File: config.mk
export PLATFORM = sky130hd
export DESIGN_NAME = seq_cfg_regs
export DESIGN_NICKNAME = d
export VERILOG_FILES = /design/src/design/seq_cfg_pkg.sv /design/src/design/nv_shadow_mem.sv /design/src/design/cfg_field_decode.sv /design/src/design/seq_cfg_regs.sv
export SDC_FILE = /design/constraint.sdc
export NUM_CORES = 1
export LEC_CHECK = 0
export ABC_CLOCK_PERIOD_IN_PS = 11800
export BUFFER_PORTS_ARGS = -buffer_cell sky130_fd_sc_hd__buf_2
export CORE_ASPECT_RATIO = 2
export CORE_MARGIN = 5
export CORE_UTILIZATION = 30
export DETAILED_ROUTE_END_ITERATION = 10
export GPL_ROUTABILITY_DRIVEN = 0
export SLEW_MARGIN = 20
export SYNTH_ARGS = -nofsm -noshare
export SYNTH_HDL_FRONTEND = slang
export SYNTH_SLANG_ARGS = --single-unit
File: constraint.sdc
create_clock -name clk -period 11.8 [get_ports clk]
set_clock_uncertainty 0.15 [all_clocks]
set_input_delay 1.77 -clock clk [delete_from_list [all_inputs] [get_ports clk]]
set_output_delay 1.77 -clock clk [all_outputs]
set_load 0.1 [all_outputs]
File: src/design/seq_cfg_pkg.sv
// constants shared by the sequencer configuration and status register bank
// assumes a single 50 MHz clock and a plain register access port
package seq_cfg_pkg;

  // clock rate, cycles per microsecond
  localparam int CLK_MHZ = 50;

  // register addresses and the offset of the nonvolatile copy
  localparam logic [7:0] ADDR_FAULT_TIMEOUT = 8'h0a;
  localparam logic [7:0] ADDR_RAMP_ONE_TWO = 8'h0b;
  localparam logic [7:0] ADDR_RAMP_THREE_FOUR = 8'h0c;
  localparam logic [7:0] ADDR_OC_THRESHOLD = 8'h0d;
  localparam logic [7:0] ADDR_OC_TIMER_ENABLE = 8'h0e;
  localparam logic [7:0] ADDR_GATE_DELAY_FLAGS = 8'h0f;
  localparam logic [7:0] ADDR_PG_THRESHOLD = 8'h10;
  localparam logic [7:0] NV_OFFSET = 8'h20;
  localparam int NUM_REGS = 7;
  localparam int NUM_CH = 4;

  // register indices, address minus the first address
  localparam logic [2:0] IDX_FAULT = 3'h0;
  localparam logic [2:0] IDX_RAMP12 = 3'h1;
  localparam logic [2:0] IDX_RAMP34 = 3'h2;
  localparam logic [2:0] IDX_OC_THR = 3'h3;
  localparam logic [2:0] IDX_OC_TMR = 3'h4;
  localparam logic [2:0] IDX_GATE = 3'h5;
  localparam logic [2:0] IDX_PG_THR = 3'h6;

  // reset value of every register before the nonvolatile load
  localparam logic [7:0] CFG_RESET = 8'h00;

  // field positions
  localparam int FLD_UP_LSB = 6;
  localparam int FLD_DOWN_LSB = 4;
  localparam int FLD_OC_TMR_LSB = 6;
  localparam int FLD_OC_EN_MSB = 5;
  localparam int FLD_GATE_LSB = 5;
  localparam int FLD_OC_FLAG_MSB = 3;
  localparam int FLD_RAMP_HI_LSB = 4;

  // timer values in microseconds
  localparam int T_25US_US = 25;
  localparam int T_12P5MS_US = 12500;
  localparam int T_25MS_US = 25000;
  localparam int T_50MS_US = 50000;
  localparam int T_100MS_US = 100000;
  localparam int T_200MS_US = 200000;
  localparam int T_400MS_US = 400000;
  localparam int T_1600MS_US = 1600000;

  // thresholds in tenths of a percent
  localparam logic [9:0] THR_975 = 10'h3cf;
  localparam logic [9:0] THR_950 = 10'h3b6;
  localparam logic [9:0] THR_925 = 10'h39d;
  localparam logic [9:0] THR_900 = 10'h384;
  localparam logic [9:0] THR_875 = 10'h36b;

  // two-bit fault timeout code to microseconds
  function automatic int fault_us(input logic [1:0] code);
    unique case (code)
      2'b00: fault_us = T_25MS_US;
      2'b01: fault_us = T_50MS_US;
      2'b10: fault_us = T_100MS_US;
      2'b11: fault_us = T_200MS_US;
    endcase
  endfunction : fault_us

  // two-bit overcurrent timer code to microseconds
  function automatic int oc_timer_us(input logic [1:0] code);
    unique case (code)
      2'b00: oc_timer_us = T_12P5MS_US;
      2'b01: oc_timer_us = T_50MS_US;
      2'b10: oc_timer_us = T_100MS_US;
      2'b11: oc_timer_us = T_200MS_US;
    endcase
  endfunction : oc_timer_us

  // three-bit timer code to microseconds
  function automatic int timer3_us(input logic [2:0] code);
    unique case (code)
      3'b000: timer3_us = T_25US_US;
      3'b001: timer3_us = T_12P5MS_US;
      3'b010: timer3_us = T_25MS_US;
      3'b011: timer3_us = T_50MS_US;
      3'b100: timer3_us = T_100MS_US;
      3'b101: timer3_us = T_200MS_US;
      3'b110: timer3_us = T_400MS_US;
      3'b111: timer3_us = T_1600MS_US;
    endcase
  endfunction : timer3_us

endpackage : seq_cfg_pkg

File: src/design/nv_shadow_mem.sv
// small nonvolatile shadow store for the configuration registers
// assumes one writer and one reader per cycle; contents survive srst
`timescale 1ns/1ps
module nv_shadow_mem #(
  parameter int WIDTH = 8,
  parameter int DEPTH = 7,
  parameter int AW = 3,
  parameter logic [WIDTH-1:0] INIT = '0
) (
  // clock
  input wire logic clk,
  // write side
  input wire logic we,
  input wire logic [AW-1:0] waddr,
  input wire logic [WIDTH-1:0] wdata,
  // read side, data one cycle after the address
  input wire logic [AW-1:0] raddr,
  output logic [WIDTH-1:0] rdata_ff
);

  // blank part comes up holding the init word; set in the declaration so the
  // clocked process below stays the only process that writes the store
  logic [WIDTH-1:0] mem [DEPTH] = '{default: INIT};

  // no reset on purpose: the store must keep its words across srst
  always_ff @(posedge clk) begin
    if (we) begin
      mem[waddr] <= wdata;
    end
    rdata_ff <= mem[raddr];
  end

endmodule : nv_shadow_mem

File: src/design/cfg_field_decode.sv
// decodes configuration fields into cycle counts, thresholds and enables
// purely combinational; the caller registers every result
`timescale 1ns/1ps
module cfg_field_decode
  import seq_cfg_pkg::*;
#(
  parameter int TICKS_PER_US = seq_cfg_pkg::CLK_MHZ
) (
  // raw register contents
  input wire logic [7:0] fault_cfg,
  input wire logic [7:0] oc_thr_cfg,
  input wire logic [7:0] oc_tmr_cfg,
  input wire logic [7:0] gate_cfg,
  input wire logic [7:0] pg_cfg,
  // decoded timers in clock cycles
  output logic [31:0] up_cyc,
  output logic [31:0] down_cyc,
  output logic [31:0] oc_tmr_cyc,
  output logic [31:0] gate_cyc,
  // per channel, channel one lowest
  output logic [4*10-1:0] oc_thr,
  output logic [4*10-1:0] pg_thr,
  output logic [3:0] oc_en
);

  // timers scaled from microseconds to cycles
  always_comb begin
    up_cyc = 32'(fault_us(fault_cfg[FLD_UP_LSB +: 2]) * TICKS_PER_US);
    down_cyc = 32'(fault_us(fault_cfg[FLD_DOWN_LSB +: 2]) * TICKS_PER_US);
    oc_tmr_cyc = 32'(oc_timer_us(oc_tmr_cfg[FLD_OC_TMR_LSB +: 2]) * TICKS_PER_US);
    gate_cyc = 32'(timer3_us(gate_cfg[FLD_GATE_LSB +: 3]) * TICKS_PER_US);
  end

  // per-channel threshold and enable decode
  for (genvar ch = 0; ch < NUM_CH; ch++) begin : g_ch
    always_comb begin
      unique case (oc_thr_cfg[2*ch +: 2])
        2'b00: oc_thr[10*ch +: 10] = THR_975;
        2'b01: oc_thr[10*ch +: 10] = THR_950;
        2'b10: oc_thr[10*ch +: 10] = THR_925;
        2'b11: oc_thr[10*ch +: 10] = THR_900;
      endcase
      unique case (pg_cfg[2*ch +: 2])
        2'b00: pg_thr[10*ch +: 10] = THR_950;
        2'b01: pg_thr[10*ch +: 10] = THR_925;
        2'b10: pg_thr[10*ch +: 10] = THR_900;
        2'b11: pg_thr[10*ch +: 10] = THR_875;
      endcase
      oc_en[ch] = oc_tmr_cfg[FLD_OC_EN_MSB - ch];
    end
  end

endmodule : cfg_field_decode

File: src/design/seq_cfg_regs.sv
// configuration and status register bank of a four-channel supply sequencer
// assumes a simple register port (address, read and write strobes) fed by
// the serial engine, and overcurrent comparator levels synchronous to clk
`timescale 1ns/1ps
module seq_cfg_regs #(
  parameter int TICKS_PER_US = seq_cfg_pkg::CLK_MHZ
) (
  // clock and reset
  input wire logic clk,
  input wire logic srst,
  // register port
  input wire logic [7:0] reg_addr,
  input wire logic reg_wr,
  input wire logic reg_rd,
  input wire logic [7:0] reg_wdata,
  output logic [7:0] reg_rdata_ff,
  output logic reg_rvalid_ff,
  output logic load_done_ff,
  // overcurrent comparator levels, bit 0 is channel one
  input wire logic [3:0] oc_detect,
  // decoded configuration
  output logic [31:0] fault_up_cyc_ff,
  output logic [31:0] fault_down_cyc_ff,
  output logic [31:0] oc_timer_cyc_ff,
  output logic [31:0] first_gate_delay_cyc_ff,
  output logic [3:0] ramp_one_members_ff,
  output logic [3:0] ramp_two_members_ff,
  output logic [3:0] ramp_three_members_ff,
  output logic [3:0] ramp_four_members_ff,
  output logic [39:0] oc_threshold_ff,
  output logic [39:0] pg_threshold_ff,
  output logic [3:0] oc_monitor_en_ff,
  // overcurrent status, bit 0 is channel one
  output logic [3:0] oc_flag_ff
);
  import seq_cfg_pkg::*;

  typedef enum logic [1:0] {
    ST_LOAD = 2'b00,
    ST_LAST = 2'b01,
    ST_RUN = 2'b10
  } load_state_t;

  load_state_t state_ff, nxt_state;
  logic [2:0] ld_idx_ff, nxt_ld_idx;
  logic [2:0] ld_widx_ff, nxt_ld_widx;
  logic ld_pend_ff, nxt_ld_pend;
  logic nxt_load_done;
  logic [7:0] cfg_ff [NUM_REGS];
  logic [7:0] nxt_cfg [NUM_REGS];
  logic rd_pend_ff, nxt_rd_pend;
  logic rd_nv_ff, nxt_rd_nv;
  logic [7:0] rd_stage_ff, nxt_rd_stage;
  logic [7:0] nxt_rdata;
  logic nxt_rvalid;
  logic [7:0] reg_off, nv_off;
  logic reg_hit, nv_hit, host_ok;
  logic mem_we;
  logic [2:0] mem_raddr;
  logic [7:0] mem_rdata;
  logic [3:0] flags_rev;
  logic [31:0] dec_up, dec_down, dec_oc_tmr, dec_gate;
  logic [39:0] dec_oc_thr, dec_pg_thr;
  logic [3:0] dec_oc_en;

  // address decode; the bank and its shadow are both seven words
  always_comb begin
    reg_off = reg_addr - ADDR_FAULT_TIMEOUT;
    nv_off = reg_addr - (ADDR_FAULT_TIMEOUT + NV_OFFSET);
    reg_hit = reg_addr >= ADDR_FAULT_TIMEOUT && reg_addr <= ADDR_PG_THRESHOLD;
    nv_hit = reg_addr >= (ADDR_FAULT_TIMEOUT + NV_OFFSET) && reg_addr <= (ADDR_PG_THRESHOLD + NV_OFFSET);
    host_ok = load_done_ff; // host is ignored until the startup load ends
    mem_we = host_ok && reg_wr && nv_hit;
    mem_raddr = host_ok ? nv_off[2:0] : ld_idx_ff;
  end

  // shadow store holding the power-on configuration
  nv_shadow_mem #(
    .WIDTH(8),
    .DEPTH(NUM_REGS),
    .AW(3),
    .INIT(CFG_RESET)
  ) u_nv (
    .clk(clk),
    .we(mem_we),
    .waddr(nv_off[2:0]),
    .wdata(reg_wdata),
    .raddr(mem_raddr),
    .rdata_ff(mem_rdata)
  );

  // startup load walks the shadow one word per cycle
  always_comb begin
    nxt_state = state_ff;
    nxt_ld_idx = ld_idx_ff;
    nxt_ld_pend = 1'b0;
    nxt_ld_widx = ld_idx_ff;
    nxt_load_done = load_done_ff;
    unique case (state_ff)
      ST_LOAD: begin
        nxt_ld_pend = 1'b1;
        nxt_ld_idx = ld_idx_ff + 3'h1;
        if (ld_idx_ff == 3'(NUM_REGS - 1)) begin
          nxt_state = ST_LAST;
        end
      end
      ST_LAST: begin
        nxt_state = ST_RUN;
        nxt_load_done = 1'b1;
      end
      ST_RUN: begin
        nxt_state = ST_RUN;
      end
      default: begin
        nxt_state = ST_LOAD;
      end
    endcase
  end

  always_ff @(posedge clk) begin
    if (srst) begin
      state_ff <= ST_LOAD;
      ld_idx_ff <= 3'h0;
      ld_widx_ff <= 3'h0;
      ld_pend_ff <= 1'b0;
      load_done_ff <= 1'b0;
    end else begin
      state_ff <= nxt_state;
      ld_idx_ff <= nxt_ld_idx;
      ld_widx_ff <= nxt_ld_widx;
      ld_pend_ff <= nxt_ld_pend;
      load_done_ff <= nxt_load_done;
    end
  end

  // register writes from the host or the load; the flag bits of the
  // gate delay word are never stored since they mirror live status
  always_comb begin
    for (int i = 0; i < NUM_REGS; i++) begin
      nxt_cfg[i] = cfg_ff[i];
    end
    if (ld_pend_ff) begin
      nxt_cfg[ld_widx_ff] = mem_rdata;
    end else if (host_ok && reg_wr && reg_hit) begin
      nxt_cfg[reg_off[2:0]] = reg_wdata;
    end
    nxt_cfg[IDX_GATE][FLD_GATE_LSB-1:0] = '0;
  end

  always_ff @(posedge clk) begin
    for (int i = 0; i < NUM_REGS; i++) begin
      if (srst) begin
        cfg_ff[i] <= CFG_RESET;
      end else begin
        cfg_ff[i] <= nxt_cfg[i];
      end
    end
  end

  // status flags are wired to channel order reversed in the word
  always_comb begin
    for (int c = 0; c < NUM_CH; c++) begin
      flags_rev[FLD_OC_FLAG_MSB - c] = oc_flag_ff[c];
    end
  end

  // reads answer two cycles after the strobe for both the bank and shadow,
  // so the host sees one latency regardless of where the word lives
  always_comb begin
    nxt_rd_pend = host_ok && reg_rd;
    nxt_rd_nv = nv_hit;
    nxt_rd_stage = 8'h00; // unmapped addresses read zero
    if (reg_hit) begin
      nxt_rd_stage = cfg_ff[reg_off[2:0]];
      if (reg_off[2:0] == IDX_GATE) begin
        nxt_rd_stage[FLD_OC_FLAG_MSB:0] = flags_rev;
      end
    end
    nxt_rvalid = rd_pend_ff;
    nxt_rdata = rd_pend_ff ? (rd_nv_ff ? mem_rdata : rd_stage_ff) : reg_rdata_ff;
  end

  always_ff @(posedge clk) begin
    if (srst) begin
      rd_pend_ff <= 1'b0;
      rd_nv_ff <= 1'b0;
      rd_stage_ff <= 8'h00;
      reg_rdata_ff <= 8'h00;
      reg_rvalid_ff <= 1'b0;
    end else begin
      rd_pend_ff <= nxt_rd_pend;
      rd_nv_ff <= nxt_rd_nv;
      rd_stage_ff <= nxt_rd_stage;
      reg_rdata_ff <= nxt_rdata;
      reg_rvalid_ff <= nxt_rvalid;
    end
  end

  // field decode, registered below so every output is a flop
  cfg_field_decode #(
    .TICKS_PER_US(TICKS_PER_US)
  ) u_dec (
    .fault_cfg(cfg_ff[IDX_FAULT]),
    .oc_thr_cfg(cfg_ff[IDX_OC_THR]),
    .oc_tmr_cfg(cfg_ff[IDX_OC_TMR]),
    .gate_cfg(cfg_ff[IDX_GATE]),
    .pg_cfg(cfg_ff[IDX_PG_THR]),
    .up_cyc(dec_up),
    .down_cyc(dec_down),
    .oc_tmr_cyc(dec_oc_tmr),
    .gate_cyc(dec_gate),
    .oc_thr(dec_oc_thr),
    .pg_thr(dec_pg_thr),
    .oc_en(dec_oc_en)
  );

  // decoded outputs; flags are gated by enables taken from the same word
  always_ff @(posedge clk) begin
    if (srst) begin
      fault_up_cyc_ff <= '0;
      fault_down_cyc_ff <= '0;
      oc_timer_cyc_ff <= '0;
      first_gate_delay_cyc_ff <= '0;
      ramp_one_members_ff <= 4'h0;
      ramp_two_members_ff <= 4'h0;
      ramp_three_members_ff <= 4'h0;
      ramp_four_members_ff <= 4'h0;
      oc_threshold_ff <= '0;
      pg_threshold_ff <= '0;
      oc_monitor_en_ff <= 4'h0;
      oc_flag_ff <= 4'h0;
    end else begin
      fault_up_cyc_ff <= dec_up;
      fault_down_cyc_ff <= dec_down;
      oc_timer_cyc_ff <= dec_oc_tmr;
      first_gate_delay_cyc_ff <= dec_gate;
      ramp_one_members_ff <= cfg_ff[IDX_RAMP12][FLD_RAMP_HI_LSB-1:0];
      ramp_two_members_ff <= cfg_ff[IDX_RAMP12][7:FLD_RAMP_HI_LSB];
      ramp_three_members_ff <= cfg_ff[IDX_RAMP34][FLD_RAMP_HI_LSB-1:0];
      ramp_four_members_ff <= cfg_ff[IDX_RAMP34][7:FLD_RAMP_HI_LSB];
      oc_threshold_ff <= dec_oc_thr;
      pg_threshold_ff <= dec_pg_thr;
      oc_monitor_en_ff <= dec_oc_en;
      oc_flag_ff <= oc_detect & dec_oc_en;
    end
  end
endmodule : seq_cfg_regs

==> impl_metrics.ini, run 1 <==
[run_status]
outcome = finished clean

[yosys]
synth-main-ff-cell = dfxtp_1
synth_edf_count = 56
synth_seq_area_share_pct = 44.97
synthesis.area_sq_um = 13530
yosys_warnings = 0
synthCells = 1356
synth.distinct_cells = 63
syn_avg_cell_area_sq_um = 9.981
synth-seq-cells = 276
synth-async-reset-ratio_pct = 0

[worst_setup_path]
critPathRequiredTime_ps = 12090
cpMostUsedCell = ha_1
regToRegEndpoint = first_gate_delay_cyc_ff[26]
cp-start-kind = register
path_class = register to register
worst_ep_arrival_time_ps = 4970
worst_path_largest_cell_delay_ps = 670
rr_worst_depth = 14
path_max_fanout = 15
critPathCaptureType = register
crit_chain = inv_1 -> ha_1 -> nand2_1 -> o21ai_0 -> ha_1 -> fa_1 -> ha_1 -> ha_1 -> a21oi_1 -> o22ai_1 -> o21a_1 -> a41oi_1 -> o21ai_0 -> mux2_2
slowest_stage = dfxtp_1
reg2reg_slack_ps = 7120
r2r_start = cfg_ff[5][6]

[final_layout]
most-common-layout-cells = buf_2 (225), dfxtp_1 (220), ha_1 (143)
layout_commonest_cell = buf_2
design_area_sq_um = 15350
area_growth_pct = 13.40
final_cell_count_no_fill = 2083
drive_above_1_share_pct = 19.86
final_util_pct = 34.21
final_nets = 1678

[global_routing]
grt_pass1_vias = 9946
grt_start_max_net_pins = 120
gr-total-overflow = 0
track_usage_pct = 14.06
grt_first_pass_wirelength_mm = 55.31
antenna_found_initial = 3

[floorplanning]
pin_count = 266
start_util_pct = 30.16
coreArea_sq_um = 44870
row_count = 110
dieArea_sq_um = 49720
die_w_um = 160.2
die_h_um = 310.4

[min_path]
holdCritStartpoint = cfg_ff[0][2]
whs_path_depth = 2
hold_end = cfg_ff[0][2]
min_path_type = register to register

[routing]
antenna_left = 0
drt-pass1-iter-count = 6
drc_errors = 0
viasPerCell = 4.738
wirelength_mm = 36.52
num_vias = 9869
drt_iter0_drc = 432
routedWlPerCell_um = 17.53

[cts]
clkSinkCount = 276
cts_tree = done
hold_buffers = 0
clkTransAtPathRegs_ps = 70
cts.repair.resized = 0
clkLatencyLatePin_ps = 550
cts.repair_timing.setup_buffer_count = 0
cts_buffer_depth = 3
cts_buffers = 27
root_buffer = clkbuf_16
htreeDepth = 1

[placed_design]
dp.cells = 2032
dp_hpwl_mm = 27.94
post-place-ws_ps = 7068
placed_area_sq_um = 14490
numPortBuffers = 226

[power]
p_per_area_nw_per_um2 = 153.5
clockPowerShare_pct = 36.0
comb_power_share_pct = 19.8
power.leakage_nw = 6.812
p_switching_mw = 0.8096
netSwitchingFraction_pct = 34.37
seqPwrFrac_pct = 44.2
peakVddDrop_mv = 0.1014
finalPower_mw = 2.355
power.internal_mw = 1.546

[sta]
fin_crit_sh_pct = 39.65
setup_viol = 0
max_freq_mhz = 213.7
slew_headroom_pct = 32.02
fin_hold_ws_ps = 304.8
tightest_slew_ps = 1013
min_period_ps = 4679
final-hold-violation-count = 0
finalWorstSetupSlack_ps = 7121
grt_setup_unrepaired = false
drv_slew = 0
fin_tns_setup_ps = 0

[run]
timing.max_cap.violations = 0
-- per-layer routing --
layer  vias up  GRT usage (%)  wire, um
met2       325          28.56     20530
met3        92          2.227      1947
met4         4          6.990      1689
met1      4669          13.41     12330
li1       4779              -         -
met5         -              0        27
-- power by group through the flow --
stage / clock network [mW] / logic, mW / registers (mW)
floorplan: 0 / 0.286 / 1.19
global placement: 0 / 0.465 / 1.06
detailed placement: 0 / 0.468 / 1.06
CTS: 0.872 / 0.469 / 1.04
global route: 0.904 / 0.487 / 1.05
finish: 0.847 / 0.466 / 1.04
-- how the worst max path moves through the flow --
stage / startpoint / end / slack, ps
6_report: cfg_ff[5][6] / first_gate_delay_cyc_ff[26] / 7120
5_1_grt: cfg_ff[5][6] / first_gate_delay_cyc_ff[26] / 6800
4_1_cts: cfg_ff[5][6] / first_gate_delay_cyc_ff[24] / 7120
3_5_place_dp: reg_addr[1] / u_nv.mem[4][5] / 7070
3_3_place_gp: reg_addr[1] / u_nv.rdata_ff[5] / 7080
2_1_floorplan: reg_addr[1] / u_nv.mem[0][0] / 7490
-- sequential cells by signal (all words and copies together) (netlist names), 4 cells and up --
register,count
first_gate_delay_cyc_ff,26
oc_threshold_ff,21
oc_timer_cyc_ff,15
reg_rdata_ff,8
ramp_one_members_ff,4
fault_down_cyc_ff,13
oc_flag_ff,4
pg_threshold_ff,20
rd_stage_ff,8
ramp_two_members_ff,4
ramp_three_members_ff,4
u_nv.mem,56
fault_up_cyc_ff,13
ramp_four_members_ff,4
u_nv.rdata_ff,8
cfg_ff,51
oc_monitor_en_ff,4
-- critical path, delay by kind of cell, from the launching register on --
| family | cells | cell delay (ps) |
|---|---|---|
| adder cells (fa/ha/maj) | 5 | 1760 |
| AO/OA/AOI/OAI | 6 | 1420 |
| flip-flops | 1 | 670 |
| multiplexers | 1 | 280 |
| buffers and inverters | 1 | 210 |
| AND/OR/NAND/NOR | 1 | 80 |
-- cell type report --
cell class,instances,area (sq um)
clock buffer,33,708.2
timing repair buffer,232,1182
multi-input combinational,908,6310
sequential,276,6086
fill,4575,29520
tap,560,700.7
clock inverter,16,145.1
antenna,2,5.005
inverter,56,210.2
-- kinds of logic after synthesis --
family,share of synthesized area (%)
XOR/XNOR,1.359
AO/OA/AOI/OAI,10.71
buffers and inverters,9.577
adder cells (fa/ha/maj),14.70
multiplexers,3.670
AND/OR/NAND/NOR,15.00
other,0.02771
flip-flops,44.97
-- cell usage after synthesis, drive strengths merged (2+ instances only) --
cell           number  share of area (%)
nand2b             10               0.46
inv                56                1.6
nor3               14               0.67
a32oi               2               0.13
o21bai              2               0.11
nand3              18               0.67
xnor2              12               0.78
buf               111                6.1
or2                 3               0.14
clkbuf             39                1.5
a211oi             19                1.1
dfxtp             220                 33
o21ai              24               0.89
xor2                9               0.58
o22a                2               0.13
nor3b              14               0.78
a22oi              51                2.8
mux2i              26                1.9
clkdlybuf4s25       2               0.15
o21a                3               0.17
nand4               3               0.14
edfxtp             56                 12
a21o                8               0.44
mux4                8                1.3
a21oi              91                3.4
nand3b              6               0.33
ha                143                 13
fa                 10                1.5
and2               20               0.92
mux2                5               0.42
nand2             132                3.7
a31oi               4               0.18
o211ai             11               0.61
nor2b              57                2.6
and3                4               0.18
o22ai               2              0.092
nor2              141                3.9
(Power assumes the default switching activity.)
==> run 2, diff against run 1 <==
--- a/config.mk
+++ b/config.mk
@@ -5,7 +5,7 @@
 export SDC_FILE = /design/constraint.sdc
 export NUM_CORES = 1
 export LEC_CHECK = 0
-export ABC_CLOCK_PERIOD_IN_PS = 11800
+export ABC_CLOCK_PERIOD_IN_PS = 4310
 export BUFFER_PORTS_ARGS = -buffer_cell sky130_fd_sc_hd__buf_2
 export CORE_ASPECT_RATIO = 2
 export CORE_MARGIN = 5
==> constraint.sdc (replaced) <==
create_clock -name clk -period 4.31 [get_ports clk]
set_clock_uncertainty 0.15 [all_clocks]
set_input_delay 0.6465 -clock clk [delete_from_list [all_inputs] [get_ports clk]]
set_output_delay 0.6465 -clock clk [all_outputs]
set_load 0.1 [all_outputs]
==> impl_metrics.ini, run 2 (synthesis results as in run 1) <==
[placed_design]
dp_hpwl_mm = 27.47
numPortBuffers = 226

[final_layout]
layout_commonest_cell = buf_2
final_util_pct = 34.72
most-common-layout-cells = buf_2 (225), dfxtp_1 (218), ha_1 (141)
largest_register_ffs = 56
reg_top3 = u_nv.mem: 56 flops, cfg_ff: 51 flops, first_gate_delay_cyc_ff: 26 flops
max_flop_register = u_nv.mem
final_nets = 1693
drive_above_1_share_pct = 21.74
area_growth_pct = 15.11
fill_cells = 4586

[worst_setup_path]
critPathRequiredTime_ps = 4590
reg2reg_slack_ps = 140
cpMostUsedCell = ha_1
path_class = register to register
crit_chain = inv_2 -> ha_1 -> and2_1 -> nand2b_1 -> ha_1 -> fa_1 -> ha_1 -> ha_2 -> a211oi_1 -> nor2_1 -> o41a_1 -> a41oi_2 -> o21ai_0 -> mux2_2
slowest_stage = fa_1
cp_top_family = adder cells
critical_path_depth = 14
worst_path_largest_cell_delay_ps = 490
cp-start-kind = register
crit_buf_inv = 1
worst_ep_arrival_time_ps = 4450
critPathCaptureType = register
rr_worst_depth = 14
path_max_fanout = 6

[routing]
antenna_left = 0
wirelength_mm = 35.85
drc_errors = 0
drt-pass1-iter-count = 6
routedWlPerCell_um = 17.09
drt_iter0_drc = 503
num_vias = 9912
viasPerCell = 4.724

[sta]
fin_crit_sh_pct = 96.67
setup_viol = 0
grt_setup_unrepaired = false
min_period_ps = 4166
drv_slew = 0
max_freq_mhz = 240.0
tightest_slew_ps = 901.8
final-hold-violation-count = 0
fin_tns_setup_ps = 0
slew_headroom_pct = 38.69

[global_routing]
antenna_found_initial = 5
grt_first_pass_wirelength_mm = 55.05
track_usage_pct = 13.83
grt_start_max_net_pins = 77
gr-total-overflow = 0
grt_pass1_vias = 9919

[floorplanning]
die_h_um = 310.4
die_w_um = 160.2
dieArea_sq_um = 49720
pin_count = 266
start_util_pct = 30.16
row_count = 110
coreArea_sq_um = 44870

[cts]
htreeDepth = 1
clkLatencyLatePin_ps = 560
cts_buffers = 26
clkSinkCount = 276
root_buffer = clkbuf_16
clkTransAtPathRegs_ps = 60
cts_tree = done
cts_buffer_depth = 3

[power]
power.leakage_nw = 6.930
p_per_area_nw_per_um2 = 425.3
peakVddDrop_mv = 0.3158

[run_status]
outcome = finished clean

[min_path]
whs_path_depth = 2
min_path_type = input pin to register

[run]
timing.max_cap.violations = 0
==> run 2: cell count changes in the layout (fill, tap and decap cells not counted), moves of 3 or more <==
cell	before	now
buf_4	6	22
clkbuf_8	1	5
clkbuf_1	5	2
clkinv_1	3	0
==> run 2: timing repair <==
| item | 4_1_cts | 5_1_grt |
|---|---|---|
| hold buffers | 0 | 0 |
| endpoints found under the setup margin | 0 | 8 |
| setup buffers | 0 | 0 |
| gates resized for setup | 0 | 13 |
==> run 2: final timing paths <==
kind	start	end
hold reg to reg	cfg_ff[0][3]	cfg_ff[0][3]
hold / removal	oc_detect[1]	oc_flag_ff[1]
setup reg to reg	cfg_ff[5][5]	first_gate_delay_cyc_ff[24]
setup / recovery	cfg_ff[5][5]	first_gate_delay_cyc_ff[24]
==> run 2: power breakdown <==
group | total (mW) | switching (mW) | internal (mW)
clock network | 2.51 | 1.03 | 1.48
logic | 1.28 | 1.07 | 0.208
registers | 2.84 | 0.106 | 2.73
==> run 2: final cells by class <==
class | count | area [sq um] | area share [%]
Clock inverter | 14 | 195.2 | 1.253
Sequential cell | 276 | 6088 | 39.08
Inverter | 56 | 210.2 | 1.349
Tap cell | 560 | 700.7 | 4.497
Clock buffer | 34 | 752.0 | 4.827
Multi-Input combinational cell | 908 | 6326 | 40.60
Timing Repair Buffer | 248 | 1303 | 8.360
Antenna cell | 2 | 5.005 | 0.03212
==> run 2: through the flow <==
step	hold WS (ps)	std cells	power, mW	cell area, sq um	worst slack [ps]
global route	132.6	2098	6.877	15580	12.53
CTS	115.8	2096	6.713	15550	9.305
global placement	289.2	2048	4.170	14600	77.39
detailed placement	298.3	2048	4.179	14600	34.26
floorplan	283.0	1394	4.031	13680	79.22
finish	146.1	2098	6.626	15580	143.7
==> run 2: routing by layer <==
layer | wire [um] | up-vias | GRT usage, % | share of wire (%)
met3 | 2191 | 95 | 2.240 | 6.1
met1 | 12340 | 4669 | 13.85 | 34
met5 | 34 | - | 0 | 0.095
li1 | - | 4804 | - | -
met2 | 19430 | 340 | 27.19 | 54
met4 | 1857 | 4 | 7.070 | 5.2
==> run 2: worst register-to-register path: cells and delay by family (launching register included) <==
| kind | cells | cell delay, ps |
|---|---|---|
| mux | 1 | 290 |
| fa+ha+maj | 5 | 1670 |
| simple gates | 3 | 520 |
| buf+inv | 1 | 70 |
| flops | 1 | 340 |
| compound gates | 4 | 1010 |
==> run 3, diff against run 2 <==
--- a/config.mk
+++ b/config.mk
@@ -12,6 +12,7 @@
 export CORE_UTILIZATION = 30
 export DETAILED_ROUTE_END_ITERATION = 10
 export GPL_ROUTABILITY_DRIVEN = 0
+export MAX_ROUTING_LAYER = met4
 export SLEW_MARGIN = 20
 export SYNTH_ARGS = -nofsm -noshare
 export SYNTH_HDL_FRONTEND = slang
==> impl_metrics.ini, run 3 (synthesis results as in run 1) <==
[run_status]
outcome = finished clean

[floorplanning]
die_h_um = 310.4
row_count = 110
start_util_pct = 30.16
dieArea_sq_um = 49720
pin_count = 266
coreArea_sq_um = 44870
die_w_um = 160.2

[sta]
final-hold-violation-count = 0
min_period_ps = 4171
setup_viol = 0
drv_slew = 0
grt_setup_unrepaired = false
fin_crit_sh_pct = 96.77
fin_hold_ws_ps = 147.4
slew_headroom_pct = 39.04
max_freq_mhz = 239.8
tightest_slew_ps = 896.6
fin_tns_setup_ps = 0

[routing]
wirelength_mm = 35.96
drc_errors = 0
routedWlPerCell_um = 17.12
antenna_left = 0
drt_iter0_drc = 562
drt-pass1-iter-count = 5
num_vias = 9948
viasPerCell = 4.737

[placed_design]
dp_hpwl_mm = 27.47
placed_area_sq_um = 14600
numPortBuffers = 226

[final_layout]
design_area_sq_um = 15580
most-common-layout-cells = buf_2 (225), dfxtp_1 (218), ha_1 (141)
final_nets = 1693
drive_above_1_share_pct = 21.74
multi_input_area_sq_um = 6326
fill_cells = 4583
largest_register_ffs = 56
register_area_sq_um = 6088
layout_commonest_cell = buf_2
area_growth_pct = 15.15
final_util_pct = 34.74
max_flop_register = u_nv.mem
reg_top3 = u_nv.mem: 56 flops, cfg_ff: 51 flops, first_gate_delay_cyc_ff: 26 flops

[power]
p_per_area_nw_per_um2 = 425.0
power.leakage_nw = 6.930
peakVddDrop_mv = 0.3152

[worst_setup_path]
slowest_stage = fa_1
rr_worst_depth = 14
cpMostUsedCell = ha_1
critPathCaptureType = register
cp-start-kind = register
worst_path_largest_cell_delay_ps = 490
path_class = register to register
critPathRequiredTime_ps = 4590
crit_chain = inv_2 -> ha_1 -> and2_1 -> nand2b_1 -> ha_1 -> fa_1 -> ha_1 -> ha_2 -> a211oi_1 -> nor2_1 -> o41a_1 -> a41oi_2 -> o21ai_0 -> mux2_2
path_max_fanout = 6
worst_ep_arrival_time_ps = 4450

[run]
timing.max_cap.violations = 0

[cts]
clkSinkCount = 276
hold_buffers = 0
htreeDepth = 1
clkTransAtPathRegs_ps = 70
cts_tree = done
root_buffer = clkbuf_16
cts_buffer_depth = 3
clkLatencyLatePin_ps = 550
cts_buffers = 26

[global_routing]
gr-total-overflow = 0
grt_pass1_vias = 9917
grt_start_max_net_pins = 77
antenna_found_initial = 5
grt_first_pass_wirelength_mm = 55.02
track_usage_pct = 14.24

[min_path]
min_path_type = input pin to register
whs_path_depth = 2
-- run 3: layout make-up --
| type | instances | share of cell area [%] |
|---|---|---|
| repair buffers | 248 | 8.357 |
| multi-input cells | 908 | 40.59 |
| well taps | 560 | 4.496 |
| diodes | 4 | 0.06423 |
| inverters | 56 | 1.349 |
| clock buffers | 34 | 4.825 |
| flip-flops and latches | 276 | 39.07 |
| clock inverters | 14 | 1.252 |
-- run 3: timing repair --
item / CTS / global route
setup endpoints to repair: 0 / 8
resized for setup: 0 / 13
setup buffers: 0 / 0
endpoints found under the hold margin: 0 / 0
-- run 3: power by group --
part           switching, mW  internal [mW]  leakage (nW)
logic                   1.07          0.208          4.16
clock network           1.03           1.48         0.464
registers              0.107           2.73          2.30
total                   2.21           4.42          6.93
-- run 3: per-stage QoR --
step	instances	power, mW	setup WS [ps]
final	2100	6.624	139.0
after global routing	2100	6.877	12.58
after global placement	2048	4.170	77.39
after detailed placement	2048	4.179	34.26
after CTS	2096	6.713	9.305
after floorplan	1394	4.031	79.22
-- run 3: metal layers --
metal / global-route usage, % / routed length [um] / part of all wire, %
met4: 7.070 / 1771 / 4.9
met3: 2.174 / 1922 / 5.3
met2: 27.18 / 19620 / 55
met1: 13.89 / 12640 / 35
met5: - / 0 / 0
-- run 3: worst paths after layout --
path / from / end / slack, ps
setup / recovery: cfg_ff[5][5] / first_gate_delay_cyc_ff[24] / 140
hold / removal: oc_detect[1] / oc_flag_ff[1] / 150
setup reg to reg: cfg_ff[5][5] / first_gate_delay_cyc_ff[24] / 140
hold reg to reg: cfg_ff[0][3] / cfg_ff[0][3] / 310
-- run 3: critical path, delay by kind of cell (launching register included) --
kind                     cells  cell delay (ps)
AO/OA/AOI/OAI                4             1010
adder cells (fa/ha/maj)      5             1670
buffers and inverters        1               70
flip-flops                   1              340
multiplexers                 1              290
AND/OR/NAND/NOR              3              510
